===== src/inc/lsrl_pkg.sv =====
// constants and types of the light screen reset and lockout supervisor
// How it works
// - leaving power-up lockout, latch or corrected lockout needs a manual reset
// - reset input must go open, closed, open; a stuck closure never resets
// - valid reset closure lasts 1/4 s to 2 s, then reopens
// - entering lockout turns both safety outputs off at once
// - lockout flashes status red and shows an error number on the digit
// - trip mode runs without any reset switch; only leaving a lockout waits for one
// - cycling supply for over 2 s clears a corrected lockout
// - fixed blanking ignores the taught object; moving or removing it locks out
// - each zone holding a fixed-blanked area flashes its indicator green
// - both teach switches set plus a reset teaches the blocked beams
// - alone or last in a cascade, fixed blanking may be taught remotely
// - a switch inverts the seven-segment display for upside-down mounting
// - cascades hold at most four emitter and receiver pairs
// - worst response depends on beams per screen and position in chain
// - trip turns outputs on when clear; latch needs reset after power-up and blocks
// - reset indicator steady in run, flashing in latch mode while waiting for a reset
package lsrl_pkg;
   localparam int unsigned CLK_HZ = 100_000_000;
   localparam int unsigned RST_MIN_MS = 250;
   localparam int unsigned RST_MAX_MS = 2000;
   localparam int unsigned DEBOUNCE_MS = 10;
   localparam int unsigned FLASH_MS = 250;
   localparam int unsigned RST_MIN_CYC = (RST_MIN_MS * (CLK_HZ / 1000));
   localparam int unsigned RST_MAX_CYC = (RST_MAX_MS * (CLK_HZ / 1000));
   localparam int unsigned DEBOUNCE_CYC = (DEBOUNCE_MS * (CLK_HZ / 1000));
   localparam int unsigned FLASH_CYC = (FLASH_MS * (CLK_HZ / 1000));
   localparam int unsigned MAX_PAIRS = 4;
   localparam int unsigned DEF_BEAMS = 16;
   localparam int unsigned DEF_ZONES = 4;
   // register byte offsets
   localparam logic [7:0] OFS_CTRL = 8'h00;
   localparam logic [7:0] OFS_CMD = 8'h04;
   localparam logic [7:0] OFS_STATUS = 8'h08;
   localparam logic [7:0] OFS_BLANK = 8'h0c;
   localparam logic [7:0] OFS_RESP = 8'h10;
   // control fields
   localparam int unsigned CTRL_LATCH = 0;
   localparam int unsigned CTRL_TEACH_A = 1;
   localparam int unsigned CTRL_TEACH_B = 2;
   localparam int unsigned CTRL_INVERT = 3;
   localparam int unsigned CTRL_LEN_LO = 4;
   localparam int unsigned CTRL_POS_LO = 6;
   localparam logic [7:0] CTRL_RESET = 8'h01;
   localparam int unsigned CMD_TEACH = 0;
   // status fields
   localparam int unsigned STAT_STATE_LO = 0;
   localparam int unsigned STAT_OUT = 3;
   localparam int unsigned STAT_BLANK = 4;
   localparam int unsigned STAT_ARMED = 5;
   localparam int unsigned STAT_ERR_LO = 8;
   localparam int unsigned STAT_CNT_LO = 16;
   // error numbers
   localparam logic [3:0] ERR_NONE = 4'h0;
   localparam logic [3:0] ERR_BLANK_MOVED = 4'h2;
   typedef enum logic [2:0] {
      LSRL_WAIT_CLEAR,
      LSRL_WAIT_RESET,
      LSRL_RUN,
      LSRL_LOCKOUT
   } lsrl_state_t;
endpackage


===== src/logic/lsrl_reset_mon.sv =====
// monitored manual reset switch: debounce and closure window timing
`timescale 1ns/1ns
`default_nettype none
module lsrl_reset_mon #(
   parameter int unsigned DEB_CYC = lsrl_pkg::DEBOUNCE_CYC,
   parameter int unsigned MIN_CYC = lsrl_pkg::RST_MIN_CYC,
   parameter int unsigned MAX_CYC = lsrl_pkg::RST_MAX_CYC
) (
   input wire logic clk,
   input wire logic rst_n,
   input wire logic closed_raw,
   output logic reset_pulse
);
   localparam int unsigned CW = $clog2(MAX_CYC + 2);
   localparam int unsigned DW = $clog2(DEB_CYC + 2);
   initial begin
      if (MIN_CYC < 1 || MIN_CYC > MAX_CYC || DEB_CYC < 1)
         $error("reset window parameters unusable");
   end
   logic closed_r;
   logic [DW-1:0] deb_r;
   logic [CW-1:0] hold_r;
   logic armed_r;
   logic pulse_r;
   wire logic deb_done = (deb_r == DW'(DEB_CYC));
   wire logic flip = deb_done && (closed_raw != closed_r);
   wire logic in_window = (hold_r >= CW'(MIN_CYC)) && (hold_r <= CW'(MAX_CYC));
   assign reset_pulse = pulse_r;
   always_ff @(posedge clk or negedge rst_n) begin
      if (!rst_n) begin
         deb_r <= '0;
      end else if (closed_raw == closed_r) begin
         deb_r <= '0;
      end else if (!deb_done) begin
         deb_r <= deb_r + DW'(1);
      end else begin
         deb_r <= '0;
      end
   end
   // switch assumed closed at power-up until seen open
   always_ff @(posedge clk or negedge rst_n) begin
      if (!rst_n) begin
         closed_r <= 1'b1;
         armed_r <= 1'b0;
         hold_r <= '0;
         pulse_r <= 1'b0;
      end else begin
         pulse_r <= 1'b0;
         if (flip) begin
            closed_r <= closed_raw;
         end
         if (flip && !closed_raw) begin
            // accept only a closure inside the window
            pulse_r <= armed_r && in_window;
            armed_r <= 1'b1;
            hold_r <= '0;
         end else if (closed_r && hold_r <= CW'(MAX_CYC)) begin
            // saturates past the window, closure then void
            hold_r <= hold_r + CW'(1);
         end
      end
   end
endmodule // lsrl_reset_mon
`default_nettype wire


===== src/logic/lsrl_top.sv =====
// reset, lockout and blanking supervisor of a light screen receiver
`timescale 1ns/1ns
`default_nettype none
module lsrl_top #(
   parameter int unsigned BEAMS = lsrl_pkg::DEF_BEAMS,
   parameter int unsigned ZONES = lsrl_pkg::DEF_ZONES,
   parameter int unsigned DEB_CYC = lsrl_pkg::DEBOUNCE_CYC,
   parameter int unsigned MIN_CYC = lsrl_pkg::RST_MIN_CYC,
   parameter int unsigned MAX_CYC = lsrl_pkg::RST_MAX_CYC,
   parameter int unsigned FLASH_CYC = lsrl_pkg::FLASH_CYC
) (
   input wire logic CLK,
   input wire logic RST_N,
   // classic wishbone slave
   input wire logic WB_CYC_I,
   input wire logic WB_STB_I,
   input wire logic WB_WE_I,
   input wire logic [7:0] WB_ADR_I,
   input wire logic [3:0] WB_SEL_I,
   input wire logic [31:0] WB_DAT_I,
   output logic [31:0] WB_DAT_O,
   output logic WB_ACK_O,
   // reset switch, high while closed
   input wire logic RESET_SW_CLOSED,
   // beam scan result
   input wire logic SCAN_VALID,
   input wire logic [BEAMS-1:0] BEAM_BLOCKED,
   input wire logic SELF_FAULT,
   input wire logic [3:0] SELF_FAULT_CODE,
   // guarded machine
   output logic SAFETY_OUTPUT_PAIR_A,
   output logic SAFETY_OUTPUT_PAIR_B,
   // indicators
   output logic STATUS_RED,
   output logic STATUS_GREEN,
   output logic RESET_YELLOW,
   output logic [ZONES-1:0] ZONE_RED,
   output logic [ZONES-1:0] ZONE_GREEN,
   output logic [6:0] DIGIT_SEG
);
   localparam int unsigned PER_ZONE = BEAMS / ZONES;
   localparam int unsigned FW = $clog2(FLASH_CYC + 1);
   localparam int unsigned NW = $clog2(BEAMS + 1);
   initial begin
      if (BEAMS < 1 || BEAMS > 32 || ZONES < 1 || (BEAMS % ZONES) != 0 || FLASH_CYC < 1)
         $error("beam or zone parameters unusable");
   end

   function automatic logic [NW-1:0] count_ones(input logic [BEAMS-1:0] v);
      logic [NW-1:0] n;
      n = '0;
      for (int i = 0; i < BEAMS; i++) begin
         n = n + NW'(v[i]);
      end
      return n;
   endfunction

   // segments g..a in bits 6..0
   function automatic logic [6:0] seg_of(input logic [3:0] d);
      logic [6:0] s;
      case (d)
         4'h0: s = 7'h3f;
         4'h1: s = 7'h06;
         4'h2: s = 7'h5b;
         4'h3: s = 7'h4f;
         4'h4: s = 7'h66;
         4'h5: s = 7'h6d;
         4'h6: s = 7'h7d;
         4'h7: s = 7'h07;
         4'h8: s = 7'h7f;
         4'h9: s = 7'h6f;
         4'ha: s = 7'h77;
         4'hb: s = 7'h7c;
         4'hc: s = 7'h39;
         4'hd: s = 7'h5e;
         4'he: s = 7'h79;
         default: s = 7'h71;
      endcase
      return s;
   endfunction

   // rotate 180 degrees: a<->d, b<->e, c<->f, g stays
   function automatic logic [6:0] seg_flip(input logic [6:0] s);
      return {s[6], s[2], s[1], s[0], s[5], s[4], s[3]};
   endfunction

   // registers
   logic [7:0] ctrl_r;
   logic teach_armed_r;
   logic [BEAMS-1:0] beams_r;
   logic [BEAMS-1:0] blank_r;
   logic blank_act_r;
   lsrl_pkg::lsrl_state_t state_r;
   lsrl_pkg::lsrl_state_t state_nxt;
   logic [3:0] err_r;
   logic [3:0] err_nxt;
   logic out_r;
   logic [FW-1:0] flash_cnt_r;
   logic flash_r;
   logic [31:0] dat_r;
   logic ack_r;
   logic st_red_r;
   logic st_grn_r;
   logic rst_led_r;
   logic [ZONES-1:0] z_red_r;
   logic [ZONES-1:0] z_grn_r;
   logic [6:0] seg_r;
   logic reset_pulse;

   lsrl_reset_mon #(
      .DEB_CYC(DEB_CYC),
      .MIN_CYC(MIN_CYC),
      .MAX_CYC(MAX_CYC)
   ) u_reset_mon (
      .clk(CLK),
      .rst_n(RST_N),
      .closed_raw(RESET_SW_CLOSED),
      .reset_pulse(reset_pulse)
   );

   // bus decode
   wire logic bus_req = WB_CYC_I && WB_STB_I && !ack_r;
   wire logic wr_ctrl = bus_req && WB_WE_I && (WB_ADR_I == lsrl_pkg::OFS_CTRL) && WB_SEL_I[0];
   wire logic wr_cmd = bus_req && WB_WE_I && (WB_ADR_I == lsrl_pkg::OFS_CMD) && WB_SEL_I[0];

   // configuration fields
   wire logic latch_mode = ctrl_r[lsrl_pkg::CTRL_LATCH];
   wire logic teach_sw = ctrl_r[lsrl_pkg::CTRL_TEACH_A] && ctrl_r[lsrl_pkg::CTRL_TEACH_B];
   wire logic invert = ctrl_r[lsrl_pkg::CTRL_INVERT];
   // two-bit fields cap the chain at four pairs
   wire logic [1:0] chain_last = ctrl_r[lsrl_pkg::CTRL_LEN_LO +: 2];
   wire logic [1:0] chain_pos = ctrl_r[lsrl_pkg::CTRL_POS_LO +: 2];
   // remote teach only alone or last in chain
   wire logic remote_ok = (chain_pos == chain_last);

   // taught object ignored; any taught beam found clear means it moved
   wire logic [BEAMS-1:0] eff_blocked = blank_act_r ? (beams_r & ~blank_r) : beams_r;
   wire logic blank_moved = blank_act_r && |(blank_r & ~beams_r);
   wire logic all_clear = !(|eff_blocked);
   wire logic fault = SELF_FAULT || blank_moved;
   wire logic teach_now = reset_pulse && (teach_sw || teach_armed_r) && !SELF_FAULT;
   wire logic [NW-1:0] n_blocked = count_ones(eff_blocked);
   // worst response in scan units grows with beams and position
   wire logic [31:0] resp_scans = 32'(BEAMS) * (32'(chain_pos) + 32'h1);

   // next state
   always_comb begin
      state_nxt = state_r;
      err_nxt = err_r;
      case (state_r)
         lsrl_pkg::LSRL_WAIT_CLEAR: begin
            // trip mode turns on once all beams clear
            if (!latch_mode && all_clear)
               state_nxt = lsrl_pkg::LSRL_RUN;
            else if (latch_mode)
               state_nxt = lsrl_pkg::LSRL_WAIT_RESET;
         end
         lsrl_pkg::LSRL_WAIT_RESET: begin
            // trip mode never waits on the switch
            if (!latch_mode)
               state_nxt = lsrl_pkg::LSRL_WAIT_CLEAR;
            // latch and power-up lockout leave on a reset
            else if (reset_pulse && all_clear && !teach_now)
               state_nxt = lsrl_pkg::LSRL_RUN;
         end
         lsrl_pkg::LSRL_RUN: begin
            // block drops outputs; latch then waits for reset
            if (!all_clear)
               state_nxt = latch_mode ? lsrl_pkg::LSRL_WAIT_RESET : lsrl_pkg::LSRL_WAIT_CLEAR;
         end
         lsrl_pkg::LSRL_LOCKOUT: begin
            // corrected lockout still needs a reset
            if (reset_pulse && !fault)
               state_nxt = lsrl_pkg::LSRL_WAIT_RESET;
         end
         default: state_nxt = lsrl_pkg::LSRL_LOCKOUT;
      endcase
      // moved object or self fault locks out from anywhere
      if (fault && !teach_now) begin
         state_nxt = lsrl_pkg::LSRL_LOCKOUT;
         if (state_r != lsrl_pkg::LSRL_LOCKOUT)
            err_nxt = SELF_FAULT ? SELF_FAULT_CODE : lsrl_pkg::ERR_BLANK_MOVED;
      end else if (state_nxt != lsrl_pkg::LSRL_LOCKOUT) begin
         err_nxt = lsrl_pkg::ERR_NONE;
      end
      // teach with a reset relearns; latch then waits for another reset, trip for all clear
      if (teach_now && state_r != lsrl_pkg::LSRL_RUN)
         state_nxt = latch_mode ? lsrl_pkg::LSRL_WAIT_RESET : lsrl_pkg::LSRL_WAIT_CLEAR;
   end

   // supply cycle: power-on reset restarts as power-up lockout
   always_ff @(posedge CLK or negedge RST_N) begin
      if (!RST_N) begin
         state_r <= lsrl_pkg::LSRL_WAIT_CLEAR;
         err_r <= lsrl_pkg::ERR_NONE;
         out_r <= 1'b0;
      end else begin
         state_r <= state_nxt;
         err_r <= err_nxt;
         // outputs off on the same edge lockout is entered
         out_r <= (state_nxt == lsrl_pkg::LSRL_RUN);
      end
   end

   // scan capture and blanking pattern
   always_ff @(posedge CLK or negedge RST_N) begin
      if (!RST_N) begin
         beams_r <= '0;
         blank_r <= '0;
         blank_act_r <= 1'b0;
      end else begin
         if (SCAN_VALID)
            beams_r <= BEAM_BLOCKED;
         // capture beams blocked at the reset
         if (teach_now && state_r != lsrl_pkg::LSRL_RUN) begin
            blank_r <= beams_r;
            blank_act_r <= |beams_r;
         end
      end
   end

   // remote teach arms the next reset; the set wins over the clear
   always_ff @(posedge CLK or negedge RST_N) begin
      if (!RST_N)
         teach_armed_r <= 1'b0;
      else if (wr_cmd && WB_DAT_I[lsrl_pkg::CMD_TEACH] && remote_ok)
         teach_armed_r <= 1'b1;
      else if (teach_now)
         teach_armed_r <= 1'b0;
   end

   // flash timebase
   always_ff @(posedge CLK or negedge RST_N) begin
      if (!RST_N) begin
         flash_cnt_r <= '0;
         flash_r <= 1'b0;
      end else if (flash_cnt_r == FW'(FLASH_CYC - 1)) begin
         flash_cnt_r <= '0;
         flash_r <= !flash_r;
      end else begin
         flash_cnt_r <= flash_cnt_r + FW'(1);
      end
   end

   // indicators
   wire logic in_lock = (state_r == lsrl_pkg::LSRL_LOCKOUT);
   wire logic waiting = in_lock || (state_r == lsrl_pkg::LSRL_WAIT_RESET);
   wire logic [3:0] digit = in_lock ? err_r : ((n_blocked > NW'(9)) ? 4'h9 : 4'(n_blocked));
   wire logic [6:0] seg_raw = seg_of(digit);
   logic [ZONES-1:0] zone_blank;
   logic [ZONES-1:0] zone_block;
   always_comb begin
      for (int z = 0; z < ZONES; z++) begin
         zone_blank[z] = blank_act_r && |blank_r[z*PER_ZONE +: PER_ZONE];
         zone_block[z] = |eff_blocked[z*PER_ZONE +: PER_ZONE];
      end
   end

   always_ff @(posedge CLK or negedge RST_N) begin
      if (!RST_N) begin
         st_red_r <= 1'b1;
         st_grn_r <= 1'b0;
         rst_led_r <= 1'b0;
         z_red_r <= '0;
         z_grn_r <= '0;
         seg_r <= 7'h00;
      end else begin
         st_red_r <= in_lock ? flash_r : !out_r;
         st_grn_r <= !in_lock && out_r;
         // steady in run, flashing in latch mode while a reset is awaited
         rst_led_r <= (state_r == lsrl_pkg::LSRL_RUN) || (waiting && latch_mode && flash_r);
         z_red_r <= zone_block;
         z_grn_r <= ~zone_block & (~zone_blank | {ZONES{flash_r}});
         seg_r <= invert ? seg_flip(seg_raw) : seg_raw;
      end
   end

   // wishbone: ack one cycle after the strobe, unmapped reads zero
   always_ff @(posedge CLK or negedge RST_N) begin
      if (!RST_N) begin
         ctrl_r <= lsrl_pkg::CTRL_RESET;
         ack_r <= 1'b0;
         dat_r <= '0;
      end else begin
         ack_r <= bus_req;
         if (wr_ctrl)
            ctrl_r <= WB_DAT_I[7:0];
         if (bus_req && !WB_WE_I) begin
            case (WB_ADR_I)
               lsrl_pkg::OFS_CTRL: dat_r <= {24'h0, ctrl_r};
               lsrl_pkg::OFS_STATUS: dat_r <= {16'(n_blocked), 4'h0, err_r, 2'h0,
                  teach_armed_r, blank_act_r, out_r, 3'(state_r)};
               lsrl_pkg::OFS_BLANK: dat_r <= 32'(blank_r);
               lsrl_pkg::OFS_RESP: dat_r <= resp_scans;
               default: dat_r <= '0;
            endcase
         end
      end
   end

   assign WB_ACK_O = ack_r;
   assign WB_DAT_O = dat_r;
   assign SAFETY_OUTPUT_PAIR_A = out_r;
   assign SAFETY_OUTPUT_PAIR_B = out_r;
   assign STATUS_RED = st_red_r;
   assign STATUS_GREEN = st_grn_r;
   assign RESET_YELLOW = rst_led_r;
   assign ZONE_RED = z_red_r;
   assign ZONE_GREEN = z_grn_r;
   assign DIGIT_SEG = seg_r;
endmodule // lsrl_top
`default_nettype wire


===== config.mk =====
export PLATFORM = sky130hd
export DESIGN_NAME = lsrl_top
export DESIGN_NICKNAME = d
export VERILOG_FILES = /design/src/inc/lsrl_pkg.sv /design/src/logic/lsrl_reset_mon.sv /design/src/logic/lsrl_top.sv
export SDC_FILE = /design/constraint.sdc
export NUM_CORES = 1
export LEC_CHECK = 0
export BUFFER_PORTS_ARGS = -buffer_cell sky130_fd_sc_hd__buf_2
export CORE_UTILIZATION = 42
export CTS_BUF_LIST = sky130_fd_sc_hd__clkbuf_16
export DETAILED_ROUTE_END_ITERATION = 7
export SLEW_MARGIN = 20
export SYNTH_ARGS = -nofsm -noshare
export SYNTH_HDL_FRONTEND = slang
export SYNTH_SLANG_ARGS = --single-unit
export TNS_END_PERCENT = 30

===== constraint.sdc =====
create_clock -name CLK -period 6.7 [get_ports CLK]
set_clock_uncertainty 0.1 [all_clocks]
set_input_delay 0.67 -clock CLK [delete_from_list [all_inputs] [get_ports CLK]]
set_output_delay 0.67 -clock CLK [all_outputs]
set_load 0.01 [all_outputs]

# Word-level counts from Yosys, hierarchy flattened
# Memories as Yosys holds them, arrays and structs flattened.
# Cells that the tools add are included.
[word_totals]
rom_bits = 112
reg_bits = 178
elab_cells = 163
output_inout_bits = 53
n_memories = 1
[op_classes]
n_lt_le_gt_ge = 3
mux = 28
eq_ne = 17
n_reduce_logical = 64
bitwise = 8
addsub = 19
[memory_table]
columns = ["memory", "words", "width", "read_ports", "rd_ports_with_merged_regs", "wr", "line", "source"]
rows = [
  ["(name not given)", 16, 7, 1, 0, 0, "lsrl_top.sv:61", "case (d)"],
]
[ops]
columns = ["operator", "count"]
rows = [
  ["$pmux 21 s4", 1],
  ["$mux 28", 2],
  ["$add 5x1->5", 11],
  ["$reduce_or 16->1", 3],
  ["$mux 20", 2],
  ["$and 16x16->16", 2],
  ["$logic_and 1x1->1", 32],
  ["$not 16->16", 2],
  ["$reduce_or 4->1", 8],
  ["$add 28x1->28 const B", 1],
  ["$ge 28x25->1 const B", 1],
  ["$le 28x28->1 const B", 1],
  ["$add 25x1->25 const B", 1],
  ["$eq 25x25->1 const B", 1],
  ["$mux 25", 1],
  ["$mux 3", 8],
  ["$mux 4", 6],
  ["$add 20x1->20 const B", 1],
  ["$eq 20x20->1 const B", 1],
  ["$eq 8x4->1 const B", 2],
  ["$mux 16", 1],
  ["$pmux 3 s4", 1],
  ["$logic_not 1->1", 11],
  ["$eq 3x2->1 const B", 3],
  ["other kinds (24)", 36],
]

# Logic depth before layout (Yosys ltp)
# An unclocked memory read counts as a cell.
[depth]
word_depth = 23
mapped_depth = 24
ltp_nobuf = 22

# Cells and area by module
# A second synthesis with hierarchy kept.
[unflattened]
hier_cells = 895
area_unflattened_um2 = 9018.6
[modules_own_cells]
columns = ["mod", "area_per_inst_um2", "seq_area_each_um2", "n_inst", "cells_per_inst"]
rows = [
  ["lsrl_top", 6226.0, 2905.3, 1, 601],
  ["lsrl_reset_mon", 2792.7, 1277.5, 1, 294],
]

# Worst setup path after synthesis
# OpenSTA, ideal clock, no wires.
[synth_timing]
kind = "register to register"
from = "reg blank_act_r"
to = "reg seg_r[0] (netlist: DIGIT_SEG[0])"
path_stages_with_launch = 21
arrival_time_ns = 4.911
t_required_ns = 6.469
synth_period_minus_slack_ns = 5.143
slack_ns = 1.557
setup_ns = 0.131
cell_sequence = "dfrtp_1 -> clkbuf_1 -> nand2_1 -> and2_1 -> fa_1 -> inv_1 -> fa_1 -> fa_1 -> fa_1 -> inv_1 -> ha_1 -> inv_1 -> fa_1 -> nand3_1 -> o211ai_1 -> a22oi_1 -> inv_1 -> ha_1 -> nand2b_1 -> a32oi_1 -> mux2i_1"
[synth_via]
elab_chain_cells = 21
[synth_rtl]
columns = ["element", "line", "source"]
rows = [
  ["start: declaration", "lsrl_top.sv:92", "logic blank_act_r;"],
  ["start signal: assignment", "lsrl_top.sv:217", "blank_act_r <= |beams_r;"],
  ["$mux 16 *", "lsrl_top.sv:137", "wire logic [BEAMS-1:0] eff_blocked = blank_act_r ? (beams_r & ~blank_r) : beams_r;"],
  ["$add 1x1->2", "lsrl_top.sv:53", "n = n + NW'(v[i]);"],
  ["$add 2x1->3", "lsrl_top.sv:53", ""],
  ["$add 3x1->4", "lsrl_top.sv:53", ""],
  ["$add 4x1->5", "lsrl_top.sv:53", ""],
  ["$add 5x1->5 (10 in series)", "lsrl_top.sv:53", ""],
  ["$add 5x1->5 *", "lsrl_top.sv:53", ""],
  ["$gt 5x4->1", "lsrl_top.sv:248", "wire logic [3:0] digit = in_lock ? err_r : ((n_blocked > NW'(9)) ? 4'h9 : 4'(n_blocked));"],
  ["$mux 4 * (2 in series)", "lsrl_top.sv:248", ""],
  ["$mem_v2 16x7 *", "--", ""],
  ["$mux 6 *", "lsrl_top.sv:274", "seg_r <= invert ? seg_flip(seg_raw) : seg_raw;"],
  ["end signal: assignment", "lsrl_top.sv:274", ""],
  ["end: declaration", "lsrl_top.sv:107", "logic [6:0] seg_r;"],
]
# Every way passes the cells marked *; elsewhere a longest branch is shown, timed or not.
# A chain may end at the register's enable or synchronous reset.

# Final worst setup path
[layout_timing]
from = "reg blank_act_r"
to = "reg seg_r[3] (netlist: DIGIT_SEG[3])"
# The elaborated chain is that of the path after synthesis.

==> results.cfg <==
[hold_path]
holdCritPathClass = primary input to async pin

[yosys]
synth_edf_count = 0
synth_cell_types = 65
synth.top_cells.by_area = dfrtp_1 46%, nand2_1 4.1%, mux2_2 3.8%
synthCells = 932
synth_area_per_cell_um2 = 9.647
synth.largest_area_cell = dfrtp_1
yosysTopAreaCellShare = 0.4564
synthArstFlopShare = 1.000
synth-seq-cells = 167
ys_seq_area_frac = 0.4652
syn_area_um2 = 8991
synth-main-ff-cell = dfrtp_1
ys.warnings.count = 0

[power]
combPwrFrac = 0.300
swShare = 0.3307
clkPwrFrac = 0.343
max-vdd-ir-drop_v = 0.0001802
p_sw_uw = 999.0
seqPwrFrac = 0.357
cellPowerDensity_nw_per_um2 = 295.4
leakagePower_nw = 4.587
p_int_mw = 2.022

[global_route]
grt_remaining_overflow = 0
antenna_found_initial = 3
grt_first_pass_wirelength_um = 34260
grt_use_total = 0.1978
grt_pass1_vias = 6724
grt_max_degree = 109

[layout]
mostFrequentLayoutCells = 164 x dfrtp_1, 98 x nand2_1, 85 x buf_2, 73 x nor2_1, 45 x inv_1
layout_commonest_cell = dfrtp_1
fillCellCount = 2014
multi_input_area_um2 = 4446
stdcell_count = 1292
seq_area_um2 = 4183
drive_gt1_frac = 0.1596
syn_to_final_growth_pct = 13.72
fin_nets = 1103

[critical_path]
crit_type = flip-flop to flip-flop
worst_setup_path_end_kind = flip-flop
rrSetupSlack_ns = 0.91
ff2ff_path_depth = 18
startpoint_type = flip-flop
cp.arrival_ns = 5.99
worstPathRequired_ns = 6.91
reg2reg_from = blank_act_r
crit_fanout = 23
worstReg2RegEnd = DIGIT_SEG[3]

[clock_tree]
cts.repair.resized = 0
cts_tree = yes
cts_buffers = 17
htreeDepth = 4
clkTransAtPathRegs_ns = 0.07
cts.sinks = 167
cts_max_path_buffers = 2
root_buffer = clkbuf_16
postCtsSetupBuffers = 0
clk_latency_ns = 0.43
ctsHoldBuffers = 0

[die]
ios = 125
start_util = 0.4277
die_h_um = 148.3
die_w_um = 148.3
rows = 53
design.core.area_um2 = 21020
design.die.area_um2 = 22000

[routing]
ant_nets = 0
drt_iter0_drc = 476
via_count = 6942
wl_per_cell_um = 15.86
routed_wl_um = 20490
via_per_inst = 5.373
dr.pass1.iters = 5
drc = 0

[timing]
setup_viol = 0
worst_slew_pin_slew_ns = 0.9024
fin_ws_ns = 0.9145
slew_headroom = 0.3938
setup_tns_ns = 0
hold_viol_final = 0
slew_violations = 0
fin_crit_sh = 0.8635
rsz0062_at_grt = false
layout_min_cycle_time_ns = 5.785
fmax_mhz = 172.8

[placed_design]
place_inst = 1258
io_buffers = 86
pre_cts_slack_ns = 0.9145
dp_hpwl_um = 14600
gp_congestion = 0.8470

[run_status]
outcome = completed

[job]
maxCapViolations = 0
[stage by stage]
| step | cell area [um^2] | power [mW] | util | hold WS [ns] |
|---|---|---|---|---|
| finish | 10220 | 3.021 | 0.4864 | 0.2156 |
| global route | 10220 | 3.214 | 0.4862 | 0.3274 |
| CTS | 10220 | 3.050 | 0.4860 | 0.3315 |
| detailed placement | 9600 | 1.999 | 0.4567 | 0.3538 |
| global placement | 9600 | 1.990 | 0.4567 | 0.3481 |
| floorplan | 9032 | 1.793 | - | 0.2744 |
[per-layer routing]
layer	vias to the layer above	wire, um	global-route usage
li1	3425	-	-
met1	3366	9476	0.2631
met2	124	9759	0.3244
met3	25	899	0.03865
met4	2	343	0.06340
met5	-	13	0
[cell type report]
class                           instances  area share
Multi-Input combinational cell        682      0.4348
Sequential cell                       167      0.4091
Timing Repair Buffer                   89     0.04515
Clock buffer                           17     0.04161
Tap cell                              275     0.03365
Clock inverter                         15     0.01872
Inverter                               45     0.01652
Antenna cell                            2   0.0004895
[power by group through the flow]
stage / registers, mW / clock network [mW] / logic [mW]
finish: 1.08 / 1.04 / 0.907
global route: 1.08 / 1.10 / 1.03
CTS: 1.08 / 1.06 / 0.910
detailed placement: 1.10 / 0 / 0.901
global placement: 1.10 / 0 / 0.893
floorplan: 1.10 / 0 / 0.692
[worst max-delay path: stages, from the launching register on]
cell and delay [ns]:
dfrtp_1 0.77, a21boi_0 0.29, fa_1 0.54, inv_1 0.06
fa_1 0.48, fa_1 0.53, fa_1 0.41, inv_1 0.06
ha_1 0.18, inv_1 0.06, fa_1 0.47, nand3_1 0.12
o211ai_1 0.16, a22oi_1 0.48, inv_1 0.17, ha_1 0.32
nand2b_1 0.15, a32oi_1 0.20, mux2i_1 0.10
[flip-flops by register name, summed over array words and instances (netlist names)]
signal	flops
teach_armed_r	1
DIGIT_SEG	7
RESET_YELLOW	1
err_r	4
flash_r	1
ZONE_RED	4
ZONE_GREEN	4
STATUS_RED	1
blank_r	16
WB_ACK_O	1
u_reset_mon.armed_r	1
u_reset_mon.closed_r	1
state_r	3
STATUS_GREEN	1
beams_r	16
WB_DAT_O	21
u_reset_mon.reset_pulse	1
flash_cnt_r	25
blank_act_r	1
u_reset_mon.deb_r	20
SAFETY_OUTPUT_PAIR_A	1
u_reset_mon.hold_r	28
ctrl_r	8
[cells by family after synthesis]
family | after synthesis | share of synthesized area
XOR/XNOR | 46 | 0.04481
multiplexers | 51 | 0.06165
flip-flops | 167 | 0.4652
AO/OA/AOI/OAI | 162 | 0.1175
AND/OR/NAND/NOR | 382 | 0.2168
buffers and inverters | 94 | 0.04495
adder cells (fa/ha/maj) | 29 | 0.04871
other | 1 | 0.0004171
[cell usage after synthesis, drive strengths merged (4+ instances only)]
library cell,number
clkbuf,31
and3,26
nor3b,4
fa,10
o21ai,50
or4,12
nor3,19
buf,18
a22oi,7
nor2b,19
or2,7
nor4,15
xnor2,23
o211ai,14
nand2b,8
inv,45
dfrtp,164
nand4,20
or3,17
and2,5
nor2,73
o31ai,7
and4,6
xor2,23
nand2,98
mux2,35
ha,19
mux2i,16
nand3,42
a21boi,13
nor4b,4
a2111oi,7
a21oi,35
[worst max path at each step]
stage / from / to / cells after the start
3_5_place_dp: blank_act_r / DIGIT_SEG[3] / 18
5_1_grt: blank_act_r / DIGIT_SEG[0] / 18
3_3_place_gp: blank_act_r / DIGIT_SEG[0] / 18
4_1_cts: blank_act_r / DIGIT_SEG[3] / 18
2_1_floorplan: blank_act_r / DIGIT_SEG[0] / 20
6_report: blank_act_r / DIGIT_SEG[3] / 18
Power figures use the tool's default switching activity.
